File: src/etc_consts.svh
// register offsets, field positions, reset values and timing counts for the exposure trigger block
`ifndef ETC_CONSTS_SVH
`define ETC_CONSTS_SVH
`define ETC_ADDR_W 4
`define ETC_OFS_CTRL 4'h0
`define ETC_OFS_EXPOSURE 4'h1
`define ETC_OFS_READOUT 4'h2
`define ETC_OFS_FRAMES 4'h3
`define ETC_OFS_STATUS 4'h4
`define ETC_OFS_COUNT 4'h5
`define ETC_CTRL_MODE_LO 0
`define ETC_CTRL_MODE_HI 1
`define ETC_CTRL_POL_BIT 2
`define ETC_CTRL_CAPTURE_BIT 3
`define ETC_CTRL_RESET 32'h0000_0000
`define ETC_EXPOSURE_RESET 32'h0000_0064
`define ETC_READOUT_RESET 32'h0000_0064
`define ETC_FRAMES_RESET 32'h0000_0001
`define ETC_UNMAPPED_DATA 32'h0000_0000
`define ETC_ASYNC_FRAMES 32'h0000_0001
`define ETC_CNT_ONE 32'h0000_0001
`define ETC_CNT_ZERO 32'h0000_0000
`endif

File: src/etc_pkg.sv
// types shared by the exposure trigger block
package etc_pkg;
   typedef enum logic [1:0] {
      ETC_TRIG_NONE = 2'b00,
      ETC_TRIG_STANDARD = 2'b01,
      ETC_TRIG_PULSE_TIMED = 2'b10
   } etc_trig_mode_t;
   typedef enum logic [1:0] {
      ETC_ST_IDLE = 2'b00,
      ETC_ST_EXPOSE = 2'b01,
      ETC_ST_READOUT = 2'b10
   } etc_state_t;
endpackage

File: src/etc_sync.sv
// two-flop synchroniser for the trigger pin
`timescale 1ns/100ps
module etc_sync (
   input wire logic core_clk, // system clock
   input wire logic reset_n, // synchronous reset, active low
   input wire logic async_in, // pin level from outside the clock domain
   output logic sync_out // level safe to read in core_clk domain
);
   logic meta_q;
   always_ff @(posedge core_clk) begin
      if (!reset_n) begin
         meta_q <= 1'b1;
         sync_out <= 1'b1;
      end else begin
         meta_q <= async_in;
         sync_out <= meta_q;
      end
   end
endmodule

File: src/etc_timer.sv
// down counter that reports when a programmed duration has elapsed
`timescale 1ns/100ps
module etc_timer #(
   parameter int WIDTH = 32
) (
   input wire logic core_clk, // system clock
   input wire logic reset_n, // synchronous reset, active low
   input wire logic start, // load the duration and begin counting
   input wire logic [WIDTH-1:0] duration, // duration in clock cycles
   output logic done // one-cycle pulse in the last cycle of the duration
);
   logic [WIDTH-1:0] count_q;
   logic run_q;
   always_ff @(posedge core_clk) begin
      if (!reset_n) begin
         count_q <= '0;
         run_q <= 1'b0;
         done <= 1'b0;
      end else if (start) begin
         // done leads by one cycle so a stage that ends on it lasts exactly the duration;
         // a zero duration still lasts one cycle
         count_q <= (duration == '0) ? '0 : duration - WIDTH'(1);
         run_q <= (duration > WIDTH'(1));
         done <= (duration <= WIDTH'(1));
      end else if (run_q) begin
         count_q <= count_q - WIDTH'(1);
         done <= (count_q == WIDTH'(1));
         run_q <= (count_q != WIDTH'(1));
      end else begin
         done <= 1'b0;
      end
   end
endmodule

File: src/etc_exposure_ctrl.sv
// exposure trigger controller with Avalon-MM register slave
`timescale 1ns/100ps
`include "etc_consts.svh"
module etc_exposure_ctrl #(
   parameter int CNT_W = 32
) (
   input wire logic core_clk, // system clock, 100 MHz
   input wire logic reset_n, // synchronous reset, active low
   input wire logic [`ETC_ADDR_W-1:0] avs_address, // word address
   input wire logic avs_read, // read request
   input wire logic avs_write, // write request
   input wire logic [31:0] avs_writedata, // write data
   output logic [31:0] avs_readdata, // read data
   output logic avs_waitrequest, // high until the access is answered
   input wire logic trigger_in, // external trigger pin
   output logic exposure_out, // high during exposure
   output logic readout_out // high while a frame is read out
);
   logic trig_s;
   logic trig_prev_q;
   logic [31:0] ctrl_q;
   logic [31:0] exposure_q;
   logic [31:0] readout_q;
   logic [31:0] frames_q;
   logic [31:0] frame_count_q;
   logic capture_q;
   logic ack_q;
   etc_pkg::etc_state_t exp_state_q;
   logic ro_busy_q;
   logic streaming_q;
   logic [31:0] capture_left_q;
   logic exp_start;
   logic exp_end;
   logic exp_timer_done;
   logic ro_timer_done;
   logic ro_start;
   logic trig_level;
   logic trig_assert;
   logic trig_deassert;
   etc_pkg::etc_trig_mode_t mode;
   logic async_mode;
   logic acc_wr;
   logic acc_rd;
   logic wr_done;

   etc_sync u_sync (
      .core_clk(core_clk),
      .reset_n(reset_n),
      .async_in(trigger_in),
      .sync_out(trig_s)
   );

   etc_timer #(.WIDTH(CNT_W)) u_exp_timer (
      .core_clk(core_clk),
      .reset_n(reset_n),
      .start(exp_start),
      .duration(exposure_q[CNT_W-1:0]),
      .done(exp_timer_done)
   );

   etc_timer #(.WIDTH(CNT_W)) u_ro_timer (
      .core_clk(core_clk),
      .reset_n(reset_n),
      .start(ro_start),
      .duration(readout_q[CNT_W-1:0]),
      .done(ro_timer_done)
   );

   // trigger polarity and edge detection on the synchronised level
   assign trig_level = ctrl_q[`ETC_CTRL_POL_BIT] ? trig_s : !trig_s;
   assign trig_assert = trig_level && !trig_prev_q;
   assign trig_deassert = !trig_level && trig_prev_q;

   always_ff @(posedge core_clk) begin
      if (!reset_n) begin
         trig_prev_q <= 1'b0;
      end else begin
         trig_prev_q <= trig_level;
      end
   end

   // readout rate, binning, gain and offset never reach this logic
   assign mode = etc_pkg::etc_trig_mode_t'(ctrl_q[`ETC_CTRL_MODE_HI:`ETC_CTRL_MODE_LO]);
   assign async_mode = (frames_q == `ETC_ASYNC_FRAMES);

   // decide when an exposure starts and ends
   always_comb begin
      exp_start = 1'b0;
      exp_end = 1'b0;
      if (exp_state_q == etc_pkg::ETC_ST_IDLE) begin
         unique case (mode)
            etc_pkg::ETC_TRIG_NONE: begin
               exp_start = (capture_left_q != `ETC_CNT_ZERO) && !ro_busy_q;
            end
            etc_pkg::ETC_TRIG_STANDARD: begin
               if (async_mode) begin
                  // no start while reading out: the trigger is dropped
                  exp_start = trig_assert && !ro_busy_q;
               end else begin
                  exp_start = trig_assert || streaming_q;
               end
            end
            etc_pkg::ETC_TRIG_PULSE_TIMED: begin
               exp_start = trig_assert && !ro_busy_q;
            end
            default: begin
               exp_start = 1'b0;
            end
         endcase
      end else if (exp_state_q == etc_pkg::ETC_ST_EXPOSE) begin
         if (mode == etc_pkg::ETC_TRIG_PULSE_TIMED) begin
            exp_end = trig_deassert;
         end else begin
            exp_end = exp_timer_done;
         end
      end
   end

   // streaming may begin a new exposure while the previous frame reads out; a frame that
   // ends before the prior readout finishes restarts the readout timer (overlap limit)
   assign ro_start = exp_end;

   always_ff @(posedge core_clk) begin
      if (!reset_n) begin
         exp_state_q <= etc_pkg::ETC_ST_IDLE;
      end else if (exp_start) begin
         exp_state_q <= etc_pkg::ETC_ST_EXPOSE;
      end else if (exp_end) begin
         exp_state_q <= etc_pkg::ETC_ST_IDLE;
      end
   end

   always_ff @(posedge core_clk) begin
      if (!reset_n) begin
         ro_busy_q <= 1'b0;
      end else if (ro_start) begin
         ro_busy_q <= 1'b1;
      end else if (ro_timer_done) begin
         ro_busy_q <= 1'b0;
      end
   end

   // streaming runs from the first trigger until the mode leaves streaming
   always_ff @(posedge core_clk) begin
      if (!reset_n) begin
         streaming_q <= 1'b0;
      end else if (mode != etc_pkg::ETC_TRIG_STANDARD || async_mode) begin
         streaming_q <= 1'b0;
      end else if (trig_assert) begin
         streaming_q <= 1'b1;
      end
   end

   // capture command loads the frame count when no hardware trigger is used
   always_ff @(posedge core_clk) begin
      if (!reset_n) begin
         capture_left_q <= `ETC_CNT_ZERO;
      end else if (mode != etc_pkg::ETC_TRIG_NONE) begin
         capture_left_q <= `ETC_CNT_ZERO;
      end else if (capture_q) begin
         capture_left_q <= frames_q;
      end else if (exp_start) begin
         capture_left_q <= capture_left_q - `ETC_CNT_ONE;
      end
   end

   always_ff @(posedge core_clk) begin
      if (!reset_n) begin
         exposure_out <= 1'b0;
         readout_out <= 1'b0;
      end else begin
         exposure_out <= exp_start || (exp_state_q == etc_pkg::ETC_ST_EXPOSE && !exp_end);
         readout_out <= ro_start || (ro_busy_q && !ro_timer_done);
      end
   end

   always_ff @(posedge core_clk) begin
      if (!reset_n) begin
         frame_count_q <= `ETC_CNT_ZERO;
      end else if (exp_end) begin
         frame_count_q <= frame_count_q + `ETC_CNT_ONE;
      end
   end

   // avalon slave: every access answered one cycle after it is seen
   assign acc_wr = avs_write && !ack_q;
   assign acc_rd = avs_read && !ack_q;
   // a write lands only at the edge where the master sees waitrequest low
   assign wr_done = avs_write && !avs_waitrequest;

   always_ff @(posedge core_clk) begin
      if (!reset_n) begin
         ack_q <= 1'b0;
         avs_waitrequest <= 1'b1;
      end else begin
         ack_q <= (acc_wr || acc_rd);
         avs_waitrequest <= !(acc_wr || acc_rd);
      end
   end

   always_ff @(posedge core_clk) begin
      if (!reset_n) begin
         ctrl_q <= `ETC_CTRL_RESET;
         exposure_q <= `ETC_EXPOSURE_RESET;
         readout_q <= `ETC_READOUT_RESET;
         frames_q <= `ETC_FRAMES_RESET;
         capture_q <= 1'b0;
      end else begin
         capture_q <= 1'b0;
         if (wr_done) begin
            unique case (avs_address)
               `ETC_OFS_CTRL: begin
                  ctrl_q <= {29'h0000_0000, avs_writedata[`ETC_CTRL_POL_BIT:0]};
                  capture_q <= avs_writedata[`ETC_CTRL_CAPTURE_BIT];
               end
               `ETC_OFS_EXPOSURE: exposure_q <= avs_writedata;
               `ETC_OFS_READOUT: readout_q <= avs_writedata;
               `ETC_OFS_FRAMES: frames_q <= avs_writedata;
               default: begin
               end
            endcase
         end
      end
   end

   always_ff @(posedge core_clk) begin
      if (!reset_n) begin
         avs_readdata <= `ETC_UNMAPPED_DATA;
      end else if (acc_rd) begin
         unique case (avs_address)
            `ETC_OFS_CTRL: avs_readdata <= ctrl_q;
            `ETC_OFS_EXPOSURE: avs_readdata <= exposure_q;
            `ETC_OFS_READOUT: avs_readdata <= readout_q;
            `ETC_OFS_FRAMES: avs_readdata <= frames_q;
            `ETC_OFS_STATUS: avs_readdata <= {28'h000_0000, streaming_q, trig_level,
                                              ro_busy_q, exp_state_q == etc_pkg::ETC_ST_EXPOSE};
            `ETC_OFS_COUNT: avs_readdata <= frame_count_q;
            default: avs_readdata <= `ETC_UNMAPPED_DATA;
         endcase
      end
   end
endmodule

File: config.mk
export PLATFORM = sky130hd
export DESIGN_NAME = etc_exposure_ctrl
export DESIGN_NICKNAME = d
export VERILOG_FILES = /design/src/etc_pkg.sv /design/src/etc_sync.sv /design/src/etc_timer.sv /design/src/etc_exposure_ctrl.sv
export VERILOG_INCLUDE_DIRS = /design/src
export SDC_FILE = /design/constraint.sdc
export NUM_CORES = 1
export LEC_CHECK = 0
export ABC_AREA = 1
export BUFFER_PORTS_ARGS = -buffer_cell sky130_fd_sc_hd__buf_2
export CORE_MARGIN = 3
export CORE_UTILIZATION = 45
export DETAILED_ROUTE_END_ITERATION = 10
export GPL_ROUTABILITY_DRIVEN = 1
export PLACE_DENSITY = 0.72
export SLEW_MARGIN = 15
export SYNTH_ARGS = -nofsm -noshare
export SYNTH_HDL_FRONTEND = slang
export SYNTH_SLANG_ARGS = --single-unit
File: constraint.sdc
create_clock -name core_clk -period 2.1 [get_ports core_clk]
set_clock_uncertainty 0.2 [all_clocks]
set_input_delay 0.105 -clock core_clk [delete_from_list [all_inputs] [get_ports core_clk]]
set_output_delay 0.105 -clock core_clk [all_outputs]
set_load 0.01 [all_outputs]
==> flow_metrics.tcl <==
set metrics [dict create \
    synth_cells 2578 \
    clkLatencyLatePin_ns 0.62 \
    dp_hpwl_mm 46.97 \
    crit_required_ns 2.44 \
    drtIter0Drc 2031 \
    p_switching_mw 7.201 \
    yosysUniqueCellTypes 42 \
    synthesis.nets 2631 \
    row_count 68 \
    grt_start_max_net_pins 129 \
    finalInstanceArea_mm2 0.02072 \
    yosysTopAreaCellShare 0.3392 \
    drc 0 \
    power_frac_clock 0.304 \
    ys_ff_latch 274 \
    initial_utilization 0.4624 \
    setup_violations 0 \
    worstHoldPathType "input pin to flop" \
    p_int_mw 12.19 \
    yosysTopAreaCell "dfxtp_1" \
    placedInstanceArea_mm2 0.01860 \
    drive_gt1_frac 0.1881 \
    maxCapViolCount 0 \
    cts_tree "yes" \
    num_antenna_cells 0 \
    max_freq_mhz 489.4 \
    first_pass_iters 6 \
    slew_headroom 0.5110 \
    nets 2916 \
    synth_top_family_by_area "simple AND/OR/NAND/NOR gates" \
    seqPwrFrac 0.308 \
    tns_ns 0 \
    switching_share 0.3714 \
    dp.cells 3231 \
    min_period_over_period 0.9731 \
    io_pins 76 \
    fin_cells 3342 \
    ir_drop_v 0.0008688 \
    rsz0062_at_grt "yes" \
    core_mm2 0.03497 \
    worst_pin_slew_ns 0.7258 \
    p_leak_nw 9.161 \
    arrival_ns 2.39 \
    final_core_util 0.5925 \
    cts_root_buf "clkbuf_16" \
    final_antenna_net_count 0 \
    die_w_um 195.6 \
    slew_viol_final 0 \
    synthAdderAreaFrac 0.009285 \
    synth.area.mux_share 0 \
    cts.sinks 274 \
    finalCriticalPeriod_ns 2.043 \
    num_vias 18600 \
    fp.dieH_um 195.6 \
    port-buffer-count 75 \
    syn-cell-area_mm2 0.01617 \
    power.total_mw 19.39 \
    area_growth_pct 28.13 \
    synth_warnings 0 \
    cts-htree-levels 1 \
    hold_viol_final 0 \
    avgSynthCellArea_um2 6.273 \
    ys_seq_area_frac 0.3392 \
    die-area_mm2 0.03825 \
    vias_per_cell 5.565 \
    synth-simple-area-share 0.3186 \
    synth-xor-area-share 0.05470 \
    setup_ws_ns 0.05655 \
    pwr-share-comb 0.387 \
    status "completed" \
    synth_compound_gate_area_share 0.1904 \
    pre_cts_ws_ns -0.03598 \
    crit_path_end_kind "flop" \
    clockBufferDepth 3 \
    final_common_cell "nand2_1" \
    gr-total-overflow 0 \
    ys_top_cells_by_area "dfxtp_1 34%, nand2_1 13%, nor2_1 9.0%" \
    grt_pass1_vias 17450 \
    post_drt_wl_per_cell_um 18.92 \
    gp_congestion 0.9932 \
    timing.hold.ws_ns 0.1127 \
    clk_pin_slew_worst_paths_ns 0.06 \
    cts_buffers 31 \
    path_max_fanout 6 \
    powerDensity_mw_per_mm2 935.8 \
    critPathKind "flop to flop" \
    grt_pass1_wl_mm 96.84 \
    layout_common_cells "543 x nand2_1, 314 x nor2_1, 276 x o21ai_0" \
    antenna_found_initial 1 \
    wl_mm 63.22 \
    grt_usage 0.3152 \
    cp-start-kind "flop" \
]
[cell usage after synthesis, drive strengths merged]
cell type / instances
nand2: 566
nor2: 395
o21ai: 287
dfxtp: 274
a21oi: 255
inv: 241
nand3: 175
clkbuf: 88
xor2: 77
nand4: 42
nor3: 36
buf: 26
xnor2: 24
o211ai: 18
ha: 12
a31oi: 10
o22ai: 10
or2: 7
nor4: 6
nand3b: 5
and2: 4
clkinv: 3
o2111ai: 3
o21bai: 3
o31ai: 3
and3: 2
nor3b: 2
a211oi: 1
a21boi: 1
o2111a: 1
o221ai: 1
[routing by layer]
layer | GRT usage | wire length (um)
met1 | 0.4227 | 26260
met2 | 0.5009 | 28060
met3 | 0.05124 | 5341
met4 | 0.1392 | 3547
met5 | 0 | 11
[path summary, 6_finish.rpt]
| kind | from | end | slack [ns] | cells past startpoint |
|---|---|---|---|---|
| min | avs_address[2] | readout_q[6] | 0.11 | 6 |
| max | ctrl_q[2] | u_ro_timer.count_q[14] | 0.06 | 10 |
| max reg2reg | ctrl_q[2] | u_ro_timer.count_q[14] | 0.06 | 10 |
| min reg2reg | avs_readdata[30] | avs_readdata[30] | 0.26 | 2 |
[critical path: stages, from the launching register on]
cell     delay (ns)
dfxtp_1        0.33
xnor2_2        0.15
o21ai_0        0.15
nand2_1        0.11
buf_12         0.16
inv_4          0.12
nand2_2        0.14
buf_8          0.18
a21oi_1        0.11
o21ai_0        0.16
a21oi_1        0.17
[logic make-up after synthesis]
family / Yosys count
simple gates: 1240
compound gates: 593
buf+inv: 358
flops: 274
xor+xnor: 101
fa+ha+maj: 12
[registers in the layout (all words and copies together) (netlist names), 3 cells and up]
name	cells
avs_readdata	32
capture_left_q	32
exposure_q	32
frame_count_q	32
frames_q	32
readout_q	32
u_exp_timer.count_q	32
u_ro_timer.count_q	32
ctrl_q	3
[layout make-up]
cell class              instances  area (um2)
multi-input cells            1946        9651
flip-flops and latches        274        5503
clock buffers                  45       918.4
well taps                     455       569.3
fillers                      3370       14250
clock inverters                12       182.7
inverters                     244       933.4
repair buffers                366        2962
[power by group through the flow]
stage	clock (mW)	combinational, mW	sequential, mW
finish	5.90	7.51	5.98
global placement	0	6.60	6.03
floorplan	0	4.45	6.00
CTS	5.95	6.84	5.93
global route	6.12	8.33	6.03
detailed placement	0	6.70	6.04
[timing repair]
| item | in CTS | in global routing |
|---|---|---|
| setup endpoints to repair | 15 | 94 |
| hold endpoints to repair | 206 | 0 |
| hold buffers | 42 | 0 |
| buffers inserted | 0 | 8 |
| gates cloned | 0 | 4 |
| pin swaps | 0 | 40 |
| gates resized for setup | 4 | 173 |
No activity file was read; power rests on OpenSTA's default activity.
